`config.mk`:
```
export PLATFORM = sky130hd
export DESIGN_NAME = lfr_fade_ctrl
export DESIGN_NICKNAME = d
export VERILOG_FILES = /design/src/lfr_pkg.sv /design/src/lfr_debounce.sv /design/src/lfr_fade_ctrl.sv /design/src/lfr_gamma_rom.sv
export VERILOG_INCLUDE_DIRS = /design/src
export SDC_FILE = /design/constraint.sdc
export NUM_CORES = 1
export LEC_CHECK = 0
export BUFFER_PORTS_ARGS = -buffer_cell sky130_fd_sc_hd__buf_4
export CAP_MARGIN = 20
export CORE_UTILIZATION = 44
export CTS_BUF_LIST = sky130_fd_sc_hd__clkbuf_2
export DETAILED_ROUTE_END_ITERATION = 8
export SLEW_MARGIN = 20
export SYNTH_ARGS = -nofsm -noshare
export SYNTH_HDL_FRONTEND = slang
export SYNTH_SLANG_ARGS = --single-unit
```
`constraint.sdc`:
```
create_clock -name clock -period 18.2 [get_ports clock]
set_input_delay 2.73 -clock clock [delete_from_list [all_inputs] [get_ports clock]]
set_output_delay 2.73 -clock clock [all_outputs]
set_load 0.01 [all_outputs]
```
`src/lfr_defines.svh`:
```
`ifndef LFR_DEFINES_SVH
`define LFR_DEFINES_SVH

`define LFR_STEPS            63
`define LFR_IDX_W            6
`define LFR_IDX_MAX          6'h3E
`define LFR_LVL_W            10
`define LFR_FULL_SCALE       10'h3E8
`define LFR_SHORT_PCT        20
`define LFR_ROLL_PCT_PER_C   3
`define LFR_RTSET_W          20
`define LFR_ACC_W            32
`define LFR_DBNC_W           23
`define LFR_CLK_PERIOD_NS    5
`define LFR_FADE_NS_PER_OHM  2500
`define LFR_FADE_CYC_PER_OHM (`LFR_FADE_NS_PER_OHM / `LFR_CLK_PERIOD_NS)
`define LFR_INSTANT_NS       70000
`define LFR_INSTANT_CYC      (`LFR_INSTANT_NS / `LFR_CLK_PERIOD_NS)
`define LFR_DEBOUNCE_NS      37000000
`define LFR_DEBOUNCE_CYC     (`LFR_DEBOUNCE_NS / `LFR_CLK_PERIOD_NS)
`define LFR_SHORT_FILT_NS    10000
`define LFR_SHORT_FILT_CYC   ((`LFR_SHORT_FILT_NS + `LFR_CLK_PERIOD_NS - 1) / `LFR_CLK_PERIOD_NS)
`define LFR_NSYNC            9
`define LFR_SY_TOGGLE        0
`define LFR_SY_PWM           1
`define LFR_SY_UV45          2
`define LFR_SY_UV46          3
`define LFR_SY_UV38          4
`define LFR_SY_SHORT         5
`define LFR_SY_CURRENT_SET_RESISTOR_PIN          6
`define LFR_SY_T145          7
`define LFR_SY_T175          8

`endif

```
`src/lfr_pkg.sv`:
```
`include "lfr_defines.svh"
package lfr_pkg;
  typedef enum logic [2:0]
  {
    LFR_IDLE = 3'h1,
    LFR_UP   = 3'h2,
    LFR_DOWN = 3'h4
  } lfr_ramp_t;
endpackage : lfr_pkg

```
`src/lfr_debounce.sv`:
```
`include "lfr_defines.svh"
module lfr_debounce
  import lfr_pkg::*;
#(
  parameter int unsigned CYC = `LFR_DEBOUNCE_CYC
)
(
  input  wire logic clock,    // system clock
  input  wire logic resetn,   // async reset, active low
  input  wire logic level_in, // synchronised pin level
  output logic      stable,   // debounced level
  output logic      press     // pulse on debounced fall
);
  localparam int unsigned            LASTI = CYC - 1;
  localparam logic [`LFR_DBNC_W-1:0] LAST  = LASTI[`LFR_DBNC_W-1:0];

  logic [`LFR_DBNC_W-1:0] cnt;
  wire logic differs = (level_in != stable);
  wire logic settle  = differs && (cnt == LAST);

  // both edges must hold for the full time before they count
  always_ff @(posedge clock or negedge resetn)
  begin
    if (!resetn)
    begin
      cnt    <= '0;
      stable <= 1'b1;
      press  <= 1'b0;
    end
    else
    begin
      cnt    <= (!differs || settle) ? '0 : cnt + 1'b1;
      stable <= settle ? level_in : stable;
      press  <= settle && !level_in;
    end
  end
endmodule : lfr_debounce

```
`src/lfr_fade_ctrl.sv`:
```
`include "lfr_defines.svh"
module lfr_fade_ctrl
  import lfr_pkg::*;
#(
  parameter int unsigned DEBOUNCE_CYC    = `LFR_DEBOUNCE_CYC,
  parameter int unsigned INSTANT_CYC     = `LFR_INSTANT_CYC,
  parameter bit          PWM_ACTIVE_HIGH = 1'b1
)
(
  input  wire logic                   clock,                     // 200 MHz clock
  input  wire logic                   resetn,                    // async reset, low
  input  wire logic                   toggle_pin_n,              // switch, low = pressed
  input  wire logic                   pwm_pin,                   // external pwm
  input  wire logic                   supply_below_4v5,          // uv off comparator
  input  wire logic                   supply_above_4v6,          // uv on comparator
  input  wire logic                   supply_below_3v8,          // latch loss comparator
  input  wire logic                   below_short_detect_threshold, // out short comp
  input  wire logic                   current_set_resistor_pin_short, // set pin short
  input  wire logic                   die_above_145c,            // rollback comparator
  input  wire logic                   die_above_175c,            // shutdown comparator
  input  wire logic [5:0]             die_excess_deg,            // degrees above 145 C
  input  wire logic [`LFR_RTSET_W-1:0] fade_in_time_pin,         // ohms, 0 = grounded
  input  wire logic [`LFR_RTSET_W-1:0] fade_out_time_pin,        // ohms, 0 = grounded
  output logic      [`LFR_LVL_W-1:0]  current_level,             // permille of full scale
  output logic                        source_enable,             // current source on
  output logic                        channel_on,                // toggle latch
  output logic                        ramp_busy,                 // ramp in progress
  output logic                        pwm_active,                // pwm gating the source
  output logic                        short_foldback,            // 20 percent foldback
  output logic                        current_set_resistor_pin_clamp,                // set pin clamp active
  output logic                        thermal_shutdown           // shutdown latched
);
  localparam int                      AW         = `LFR_ACC_W;
  localparam logic [AW-1:0]           INST_T     = AW'(INSTANT_CYC);
  localparam logic [AW-1:0]           OHM_CYC    = AW'(`LFR_FADE_CYC_PER_OHM);
  localparam logic [AW-1:0]           STEP_INC   = AW'(`LFR_STEPS);
  localparam logic [11:0]             SHORT_LAST = 12'(`LFR_SHORT_FILT_CYC - 1);
  localparam logic [16:0]             PCT_DIV    = 17'h00064;

  ////////////////////////////////////////////////////////////////////////////////
  // pin synchronisers

  wire logic [`LFR_NSYNC-1:0] pin_raw = {
    die_above_175c,
    die_above_145c,
    current_set_resistor_pin_short,
    below_short_detect_threshold,
    supply_below_3v8,
    supply_above_4v6,
    supply_below_4v5,
    pwm_pin,
    toggle_pin_n
  };

  logic [`LFR_NSYNC-1:0] sync_meta;
  logic [`LFR_NSYNC-1:0] sync_q;

  genvar gi;
  generate
    for (gi = 0; gi < `LFR_NSYNC; gi++)
    begin : g_sync
      always_ff @(posedge clock or negedge resetn)
      begin
        if (!resetn)
        begin
          sync_meta[gi] <= (gi == `LFR_SY_TOGGLE);
          sync_q[gi]    <= (gi == `LFR_SY_TOGGLE);
        end
        else
        begin
          sync_meta[gi] <= pin_raw[gi];
          sync_q[gi]    <= sync_meta[gi];
        end
      end
    end
  endgenerate

  wire logic pwm_s   = sync_q[`LFR_SY_PWM];
  wire logic uv45_s  = sync_q[`LFR_SY_UV45];
  wire logic uv46_s  = sync_q[`LFR_SY_UV46];
  wire logic lo_rst  = sync_q[`LFR_SY_UV38];
  wire logic short_s = sync_q[`LFR_SY_SHORT];
  wire logic current_set_resistor_pin_s  = sync_q[`LFR_SY_CURRENT_SET_RESISTOR_PIN];
  wire logic t145_s  = sync_q[`LFR_SY_T145];
  wire logic t175_s  = sync_q[`LFR_SY_T175];

  ////////////////////////////////////////////////////////////////////////////////
  // toggle debounce and gamma table

  logic                   press;
  logic [`LFR_LVL_W-1:0]  gamma_q;
  logic [`LFR_IDX_W-1:0]  idx;

  // debounce is not bypassed in instant mode
  lfr_debounce #(
    .CYC      (DEBOUNCE_CYC)
  ) u_debounce (
    .clock    (clock),
    .resetn   (resetn),
    .level_in (sync_q[`LFR_SY_TOGGLE]),
    .stable   (),
    .press    (press)
  );

  lfr_gamma_rom u_gamma (
    .clock  (clock),
    .resetn (resetn),
    .addr   (idx),
    .data   (gamma_q)
  );

  ////////////////////////////////////////////////////////////////////////////////
  // latch, protection state

  logic                   uv_off;
  logic                   tsd;
  logic [11:0]            short_cnt;
  logic                   short_q;
  lfr_ramp_t              ramp_state;
  lfr_ramp_t              next_ramp_state;
  logic [AW-1:0]          acc;

  wire logic shut        = lo_rst || tsd || t175_s;
  wire logic turn_on_req = press && !channel_on;
  wire logic blocked     = turn_on_req && (tsd || t175_s);
  wire logic flip        = press && !blocked && !lo_rst;
  wire logic next_channel_on = shut ? 1'b0 : (flip ? !channel_on : channel_on);

  // set wins over clear for both latches
  wire logic next_uv_off = uv45_s ? 1'b1 : (uv46_s ? 1'b0 : uv_off);
  wire logic next_tsd    = t175_s ? 1'b1 : (t145_s ? tsd : 1'b0);

  always_ff @(posedge clock or negedge resetn)
  begin
    if (!resetn)
    begin
      channel_on <= 1'b0;
      uv_off     <= 1'b0;
      tsd        <= 1'b0;
    end
    else
    begin
      channel_on <= next_channel_on;
      uv_off     <= next_uv_off;
      tsd        <= next_tsd;
    end
  end

  wire logic short_hit = short_s && (short_cnt == SHORT_LAST);

  always_ff @(posedge clock or negedge resetn)
  begin
    if (!resetn)
    begin
      short_cnt <= '0;
      short_q   <= 1'b0;
    end
    else
    begin
      short_cnt <= (!short_s || short_hit) ? '0 : short_cnt + 1'b1;
      short_q   <= short_s && (short_q || short_hit);
    end
  end

  ////////////////////////////////////////////////////////////////////////////////
  // ramp step timing

  wire logic                    ramping  = (ramp_state != LFR_IDLE);
  wire logic [`LFR_RTSET_W-1:0] sel_r    = (ramp_state == LFR_UP) ? fade_in_time_pin
                                                                  : fade_out_time_pin;
  wire logic [AW-1:0]           target   = (sel_r == '0) ? INST_T
                                                         : AW'(sel_r) * OHM_CYC;
  wire logic [AW-1:0]           acc_sum  = acc + STEP_INC;
  wire logic                    step     = ramping && (acc_sum >= target);
  wire logic                    at_top   = (idx == `LFR_IDX_MAX);
  wire logic                    at_bot   = (idx == 6'h00);

  wire logic [AW-1:0] next_acc = (flip || !ramping) ? '0
                               : (step ? acc_sum - target : acc_sum);

  wire logic [`LFR_IDX_W-1:0] next_idx =
      shut                                          ? 6'h00 :
      (step && ramp_state == LFR_UP   && !at_top)   ? idx + 6'h01 :
      (step && ramp_state == LFR_DOWN && !at_bot)   ? idx - 6'h01 :
      idx;

  always_comb
  begin
    next_ramp_state = ramp_state;
    if (shut)
      next_ramp_state = LFR_IDLE;
    else if (flip)
      next_ramp_state = next_channel_on ? LFR_UP : LFR_DOWN;
    else
    begin
      unique case (ramp_state)
        LFR_IDLE: next_ramp_state = LFR_IDLE;
        LFR_UP:   next_ramp_state = at_top ? LFR_IDLE : LFR_UP;
        LFR_DOWN: next_ramp_state = at_bot ? LFR_IDLE : LFR_DOWN;
        default:  next_ramp_state = LFR_IDLE;
      endcase
    end
  end

  always_ff @(posedge clock or negedge resetn)
  begin
    if (!resetn)
    begin
      ramp_state <= LFR_IDLE;
      idx        <= 6'h00;
      acc        <= '0;
    end
    else
    begin
      ramp_state <= next_ramp_state;
      idx        <= next_idx;
      acc        <= next_acc;
    end
  end

  ////////////////////////////////////////////////////////////////////////////////
  // output level

  wire logic pwm_level = PWM_ACTIVE_HIGH ? pwm_s : !pwm_s;
  wire logic pwm_mode  = !channel_on && at_bot && (ramp_state == LFR_IDLE);

  // pwm gates full scale directly, so average follows duty
  wire logic [`LFR_LVL_W-1:0] raw_level = pwm_mode ? (pwm_level ? `LFR_FULL_SCALE : 10'h000)
                                                   : gamma_q;

  wire logic [16:0] fold_prod  = 17'(raw_level) * 17'(`LFR_SHORT_PCT);
  wire logic [`LFR_LVL_W-1:0] fold_level = short_q ? 10'(fold_prod / PCT_DIV)
                                                   : raw_level;

  wire logic [7:0]  derate   = 8'(die_excess_deg) * 8'(`LFR_ROLL_PCT_PER_C);
  wire logic [6:0]  keep_pct = (derate >= 8'h64) ? 7'h00 : 7'(8'h64 - derate);
  wire logic [16:0] roll_prod = 17'(fold_level) * 17'(keep_pct);
  wire logic [`LFR_LVL_W-1:0] roll_level = t145_s ? 10'(roll_prod / PCT_DIV)
                                                  : fold_level;

  wire logic                  src_off    = uv_off || tsd;
  wire logic [`LFR_LVL_W-1:0] next_level = src_off ? 10'h000 : roll_level;

  always_ff @(posedge clock or negedge resetn)
  begin
    if (!resetn)
    begin
      current_level    <= 10'h000;
      source_enable    <= 1'b0;
      ramp_busy        <= 1'b0;
      pwm_active       <= 1'b0;
      short_foldback   <= 1'b0;
      current_set_resistor_pin_clamp       <= 1'b0;
      thermal_shutdown <= 1'b0;
    end
    else
    begin
      current_level    <= next_level;
      source_enable    <= !src_off;
      ramp_busy        <= (next_ramp_state != LFR_IDLE);
      pwm_active       <= pwm_mode;
      short_foldback   <= short_q;
      current_set_resistor_pin_clamp       <= current_set_resistor_pin_s;
      thermal_shutdown <= next_tsd;
    end
  end
endmodule : lfr_fade_ctrl

```
`src/lfr_gamma_rom.sv`:
```
`include "lfr_defines.svh"
module lfr_gamma_rom
  import lfr_pkg::*;
(
  input  wire logic                    clock,  // system clock
  input  wire logic                    resetn, // async reset, active low
  input  wire logic [`LFR_IDX_W-1:0]   addr,   // step index
  output logic      [`LFR_LVL_W-1:0]   data    // registered level
);
  localparam logic [`LFR_LVL_W-1:0] GAMMA [0:62] = '{
    10'h000, 10'h002, 10'h004, 10'h006, 10'h008, 10'h00A, 10'h00C, 10'h010,
    10'h014, 10'h018, 10'h01C, 10'h020, 10'h024, 10'h02A, 10'h030, 10'h036,
    10'h03C, 10'h042, 10'h048, 10'h050, 10'h058, 10'h060, 10'h068, 10'h070,
    10'h078, 10'h082, 10'h08C, 10'h096, 10'h0A0, 10'h0AA, 10'h0B4, 10'h0C2,
    10'h0D0, 10'h0DE, 10'h0EC, 10'h0FA, 10'h108, 10'h11A, 10'h12C, 10'h13E,
    10'h150, 10'h162, 10'h174, 10'h18A, 10'h1A0, 10'h1B6, 10'h1CC, 10'h1E2,
    10'h1F8, 10'h216, 10'h234, 10'h252, 10'h270, 10'h28E, 10'h2AC, 10'h2D2,
    10'h2F8, 10'h31E, 10'h344, 10'h36A, 10'h392, 10'h3BC, 10'h3E8
  };

  wire logic [`LFR_IDX_W-1:0] safe_addr = (addr > `LFR_IDX_MAX) ? `LFR_IDX_MAX : addr;

  always_ff @(posedge clock or negedge resetn)
  begin
    if (!resetn)
      data <= 10'h000;
    else
      data <= GAMMA[safe_addr];
  end
endmodule : lfr_gamma_rom

```
Word level (Yosys, flattened, before mapping)
Memories as Yosys holds them, arrays and structs flattened. A register that Yosys moved wholly into a read port is not among the register bits.
Cells that the tools add are included.
- add/subtract/negate cells: 7
- multipliers: 4
- div/mod/pow operators: 2
- magnitude comparators: 3
- equality and inequality tests: 10
- shift-type cells: 0
- multiplexer cells: 28
- bitwise logic cells: 1
- reductions and logical operators: 38
- operators with widths (kind ; number):
    2-to-1 mux 32 bit ; 2
    2-to-1 mux 10 bit ; 5
    adder 32 x 6 -> 32 bit (second input constant) ; 1
    >= comparator 32 x 29 -> 1 bit ; 1
    subtractor 32 x 29 -> 32 bit ; 1
    2-to-1 mux 29 bit ; 1
    multiplier 20 x 7 -> 27 bit (second input constant) ; 1
    2-to-1 mux 6 bit ; 4
    adder 23 x 1 -> 23 bit (second input constant) ; 1
    == test 23 bit (second input constant) ; 1
    2-to-1 mux 23 bit ; 1
    zero test 20 bit ; 1
    2-to-1 mux 20 bit ; 1
    divider 15 x 7 -> 17 bit (second input constant) ; 1
    divider 17 x 7 -> 17 bit (second input constant) ; 1
    multiplier 10 x 7 -> 17 bit ; 1
    logical AND 1 bit ; 15
    multiplier 10 x 3 -> 13 bit (second input constant) ; 1
    adder 12 x 1 -> 12 bit (second input constant) ; 1
    == test 12 x 11 -> 1 bit (second input constant) ; 1
    2-to-1 mux 12 bit ; 1
    2-to-1 mux 3 bit ; 4
    zero test 1 bit ; 11
    >= comparator 8 x 7 -> 1 bit (second input constant) ; 1
    other kinds (21) ; 34
- flip-flop bits (word level): 115
- bits in latches: 0
- RAM bits: 0
- memory bits (read-only): 640
- input bits: 57
- output and inout port bits: 17
- logic and storage cells: 129
- memories: 1
- memories (name ; depth ; width ; read ports ; clocked after Yosys merged registers in ; wr ports ; line ; RTL):
    (name not given) ; 64 ; 10 ; 1 ; 1 ; 0 ; lfr_gamma_rom.sv:28 ; data <= GAMMA[safe_addr];

Logic depth before layout (Yosys ltp)
- depth in word-level cells: 12
- depth in mapped cells: 76
- depth with buffers taken out: 71

Hierarchy
Synthesis repeated with hierarchy kept, for this count alone.
- cell total of the unflattened synthesis: 2160
- area total of the unflattened synthesis: 17892.2 sq um
- modules (own cells, without submodules) (module ; instances ; cells an instance ; area each (sq um) ; sequential area each (sq um)):
    lfr_fade_ctrl ; 1 ; 1908 ; 15637.5 ; 2255.9
    lfr_debounce ; 1 ; 128 ; 1293.7 ; 626.9
    lfr_gamma_rom ; 1 ; 124 ; 960.9 ; 225.2

Worst setup path after synthesis
No wires, ideal clock.
- path kind: flip-flop to flip-flop
- from: reg idx[3]
- to: reg current_level[0]
- setup time: 0.129 ns
- data arrival time: 16.657 ns
- required time: 18.071 ns
- path slack: 1.414 ns
- stages on the path, launching flop included: 70
- buffers on the path: 4
- clock period less this slack: 16.786 ns
- path through: dfrtp_1 buf_2 nor4_4 nand3_2 clkbuf_1 a21oi_1 inv_1 ha_1 fa_1 a21o_1 a21oi_2 xnor2_1 or4_1 clkbuf_1 o211a_1 o31ai_1 o31ai_1 a2111oi_4 [34 not listed] nor4_2 o31ai_2 nand2_2 o311ai_2 o21ai_2 xnor2_4 a31oi_4 o221ai_1 mux2i_1 nand4_2 or3_1 buf_2 a31oi_1 o31ai_1 a31o_1 and4_1 nor4_1 o21ai_1
- longest elaborated chain between the ends: 11
- ends and longest elaborated chain (what ; line ; RTL):
    start: declaration ; lfr_fade_ctrl.sv:92 ; logic [`LFR_IDX_W-1:0] idx;
    start signal: assignment ; lfr_fade_ctrl.sv:216 ; idx <= next_idx;
    zero test 6 bit (*) ; lfr_fade_ctrl.sv:176 ; wire logic at_bot = (idx == 6'h00);
    logical AND 1 bit (*) (2 in series) ; lfr_fade_ctrl.sv:225 ; wire logic pwm_mode = !channel_on && at_bot && (ramp_state == LFR_IDLE);
    2-to-1 mux 10 bit (*) ; lfr_fade_ctrl.sv:228 ; wire logic [`LFR_LVL_W-1:0] raw_level = pwm_mode ? (pwm_level ? `LFR_FULL_SCALE : 10'h000)
    multiplier 10 x 3 -> 13 bit ; lfr_fade_ctrl.sv:231 ; wire logic [16:0] fold_prod = 17'(raw_level) * 17'(`LFR_SHORT_PCT);
    divider 15 x 7 -> 17 bit ; lfr_fade_ctrl.sv:232 ; wire logic [`LFR_LVL_W-1:0] fold_level = short_q ? 10'(fold_prod / PCT_DIV)
    2-to-1 mux 10 bit (*) ; lfr_fade_ctrl.sv:232 ;
    multiplier 10 x 7 -> 17 bit ; lfr_fade_ctrl.sv:237 ; wire logic [16:0] roll_prod = 17'(fold_level) * 17'(keep_pct);
    divider 17 x 7 -> 17 bit ; lfr_fade_ctrl.sv:238 ; wire logic [`LFR_LVL_W-1:0] roll_level = t145_s ? 10'(roll_prod / PCT_DIV)
    2-to-1 mux 10 bit (*) ; lfr_fade_ctrl.sv:238 ;
    2-to-1 mux 10 bit (*) ; lfr_fade_ctrl.sv:242 ; wire logic [`LFR_LVL_W-1:0] next_level = src_off ? 10'h000 : roll_level;
    net next_level[0] ; lfr_fade_ctrl.sv:242 ;
    end signal: assignment ; lfr_fade_ctrl.sv:258 ; current_level <= next_level;
    end: declaration ; lfr_fade_ctrl.sv:24 ; output logic [`LFR_LVL_W-1:0] current_level,
The timed path passes the listed nets; every way through them passes the cells marked *.
A chain may end at the register's enable or synchronous reset.

Worst setup path after layout
- from: reg ramp_state[0]
- to: reg current_level[0]
- longest elaborated chain between the ends: 10
- ends and longest elaborated chain (what ; line ; RTL):
    start: declaration ; lfr_fade_ctrl.sv:119 ; lfr_ramp_t ramp_state;
    start signal: assignment ; lfr_fade_ctrl.sv:215 ; ramp_state <= next_ramp_state;
    == test 3 x 1 -> 1 bit (*) ; lfr_fade_ctrl.sv:225 ;
    logical AND 1 bit (*) ; lfr_fade_ctrl.sv:225 ;
    2-to-1 mux 10 bit (*) ; lfr_fade_ctrl.sv:228 ;
    multiplier 10 x 3 -> 13 bit ; lfr_fade_ctrl.sv:231 ;
    divider 15 x 7 -> 17 bit ; lfr_fade_ctrl.sv:232 ;
    2-to-1 mux 10 bit (*) ; lfr_fade_ctrl.sv:232 ;
    multiplier 10 x 7 -> 17 bit ; lfr_fade_ctrl.sv:237 ;
    divider 17 x 7 -> 17 bit ; lfr_fade_ctrl.sv:238 ;
    2-to-1 mux 10 bit (*) ; lfr_fade_ctrl.sv:238 ;
    2-to-1 mux 10 bit (*) ; lfr_fade_ctrl.sv:242 ;
    net next_level[0] ; lfr_fade_ctrl.sv:242 ;
Marks and branches as above.

==> impl_metrics.py <==
metrics = {
    "setup_path": {
        "crit_required_ns": 18.87,
        "worst_ep_arrival_time_ns": 18.17,
        "r2r_cells": 70,
        "reg2reg_setup_slack_ns": 0.69,
        "crit_type": "flip-flop to flip-flop",
        "path_delay_family": "compound AO/OA/AOI/OAI gates",
        "worstReg2RegStart": "ramp_state[0]",
        "crit_slowest_cell": "dfstp_2",
        "slowest_delay_ns": 0.61,
        "r2r-end": "current_level[0]",
        "cp-start-kind": "flip-flop",
        "critPathBufInv": 7,
        "crit_path_end_kind": "flip-flop",
        "critical_path.max_fanout": 13,
    },
    "route": {
        "vias": 15297,
        "drc": 0,
        "drtPass1Iterations": 5,
        "drt_iter0_markers": 796,
        "avgViaCountPerCell": 5.691,
        "drt_wl_total_um": 43320,
        "ant_nets": 0,
        "wl_per_cell_um": 16.12,
    },
    "floorplan": {
        "coreArea_mm2": 0.03901,
        "die_w_um": 201.6,
        "num_rows": 72,
        "start_util_pct": 44.95,
        "io_pins": 74,
        "die_h_um": 201.6,
        "die-area_mm2": 0.04065,
    },
    "synthesis": {
        "ys_seq_area_share_pct": 17.73,
        "async_reset_ff_share_pct": 100.0,
        "synthDistinctLibCells": 125,
        "yosysWarnings": 0,
        "synth_area_mm2": 0.01753,
        "yosysTopAreaCell": "dfrtp_1",
        "synth_nets": 2406,
        "ys.flop_type": "dfrtp_1",
        "syn_inst": 2074,
        "synth-seq-cells": 124,
        "synth_top_area_share_pct": 17.13,
        "synth_edf_count": 0,
        "synth.avg_cell_area_um2": 8.454,
        "synth.area.top_cells": "dfrtp_1 (17%), fa_1 (13%), ha_1 (12%)",
    },
    "timing": {
        "finalCritPeriodShare_pct": 96.18,
        "whs_ns": 0.3728,
        "slew_headroom_pct": 30.24,
        "tightest_slew_ns": 1.017,
        "setup_viol": 0,
        "period_minus_slack_ns": 17.51,
        "fmax_mhz": 57.13,
        "hold_viol": 0,
        "fin_skew_ns": 0.05506,
        "drv_slew": 0,
    },
    "clock_tree": {
        "cts_htree_levels": 4,
        "cts_tree": "yes",
        "clk_pin_slew_worst_paths_ns": 0.22,
        "clock_path_buffers": 2,
        "cts.sinks": 124,
        "root_buffer": "clkbuf_2",
        "cts_inserted_buffers": 17,
        "cts_hold_buf": 0,
        "clkLatencyLatePin_ns": 0.80,
    },
    "status": {
        "outcome": "finished clean",
    },
    "min_path": {
        "min_to": "sync_q[0]",
        "hold_class": "flip-flop to flip-flop",
        "holdPathStages": 0,
        "hold_start": "sync_meta[0]",
    },
    "global_route": {
        "track_usage_pct": 21.33,
        "grt_first_pass_wirelength_um": 72330,
        "overflow": 0,
        "antenna_found_initial": 1,
        "grt_pass1_vias": 14661,
        "grt_start_max_net_pins": 84,
    },
    "placement": {
        "place_area_mm2": 0.01872,
        "dp_hpwl_um": 33540,
        "place.gp.congestion": 0.8517,
        "io_buffers": 73,
    },
    "cells_and_area": {
        "num-nets-final": 2487,
        "synthToLayoutAreaGrowth_pct": 11.92,
        "fin_area_mm2": 0.01962,
        "drive_gt1_share_pct": 14.35,
    },
    "run": {
        "cap_viol_max_count": 0,
    },
}
[worst register-to-register path, delay by kind of cell, from the launching register on]
kind	cells	cell delay, ns
simple gates	17	3.98
compound gates	34	7.76
xor+xnor	3	0.52
buf+inv	7	0.72
fa+ha+maj	9	3.78
flops	1	0.61
[metrics by stage]
stage	setup slack, ns	utilization, %	TNS, ns	instances
after global routing	-0.1060	50.30	-0.1060	2688
after floorplan	1.414	-	0	2074
final	0.6949	50.30	0	2688
after global placement	0.1742	48.00	0	2635
after detailed placement	-0.2366	48.00	-0.2366	2635
after CTS	0.01062	48.78	0	2667
[how the worst max path moves through the flow]
stage / start / to / slack [ns] / cells after the start
after floorplan: idx[3] / current_level[0] / 1.41 / 69
after global placement: ramp_state[0] / current_level[0] / 0.17 / 67
after detailed placement: ramp_state[0] / current_level[0] / -0.24 / 66
after CTS: ramp_state[0] / current_level[0] / 0.01 / 67
after global routing: ramp_state[0] / current_level[0] / -0.11 / 69
final: ramp_state[0] / current_level[0] / 0.69 / 70
[what timing repair did]
action                                  4_1_cts  5_1_grt
pin swaps                                     0       28
resized for setup                             8       78
buffers inserted                              0       19
endpoints found under the setup margin        2        4
hold endpoints to repair                      0        0
cloned                                        0        0
[cells in the mapped netlist, drive strengths merged (14+ instances only)]
| library cell | n |
|---|---|
| nand2b | 33 |
| clkbuf | 46 |
| o21bai | 17 |
| mux2i | 36 |
| nand2 | 197 |
| and2 | 31 |
| nor2b | 14 |
| nand4 | 29 |
| a31oi | 23 |
| nor2 | 171 |
| nor4 | 19 |
| o21a | 15 |
| fa | 113 |
| xnor2 | 100 |
| a21boi | 21 |
| a211oi | 45 |
| a21o | 25 |
| inv | 184 |
| nor3 | 51 |
| nand3 | 79 |
| dfrtp | 120 |
| o21ai | 98 |
| or3 | 26 |
| o31ai | 14 |
| o211ai | 18 |
| ha | 162 |
| a21oi | 115 |
| and3 | 25 |
| buf | 17 |
| xor2 | 55 |
[cell families (layout without fill, tap and decap cells)]
logic type               after synthesis  after routing  share of synthesized area [%]
AND/OR/NAND/NOR                      716            716                          20.53
AO/OA/AOI/OAI                        505            505                          20.88
adder cells (fa/ha/maj)              283            283                          24.93
buffers and inverters                247            341                          5.445
XOR/XNOR                             155            155                          7.893
flip-flops                           124            124                          17.73
multiplexers                          44             44                          2.590
other                                  0              2                              0
[sequential cells by signal (all words and copies together), names as in the netlist, 3 cells and up]
signal and cells:
sync_meta 9, ramp_state 3, current_level 10, u_debounce.cnt 23
idx 6, u_gamma.data 9, short_cnt 12, acc 32
[cell type report]
class                           count  area [um2]
Inverter                          184       690.7
Timing Repair Buffer              125       942.2
Antenna cell                        2       5.005
Fill cell                        3716       19380
Multi-Input combinational cell   1703       13960
Tap cell                          518       648.1
Sequential cell                   124        3109
Clock inverter                     15       181.4
Clock buffer                       17       85.08
[layout by cell type (no fill, tap or decap), types with 7 or more instances in the layout]
cell type,n
o21ai_1,12
nand3_1,75
inv_1,183
fa_1,113
a21o_1,25
dfrtp_1,119
o21ai_0,79
and2_1,29
o21bai_1,16
buf_4,124
ha_1,162
a21oi_2,10
and3_1,25
o22ai_1,10
or3_1,22
nor4_1,14
nor2b_1,12
or2_2,8
nand2_1,194
o21a_1,14
nand4_1,26
mux2i_1,34
a211oi_1,39
a211o_1,9
mux2_2,7
a21oi_1,102
nor3_1,43
xor2_1,54
xnor2_1,94
a21boi_0,17
o31ai_1,8
clkbuf_2,17
nor2_1,166
nand2b_1,33
a31oi_1,18
o211ai_1,15
[layer usage]
layer	vias to the layer above	global-route usage (%)	part of all wire, %
li1	7527	-	-
met1	7439	29.17	46
met4	0	3.166	1.1
met5	-	0	0
met2	297	36.69	50
met3	34	2.511	3.5
Power is left out: the tool's default activity adds up to more than one toggle a clock period on the data nets, which glitch-free logic cannot reach.
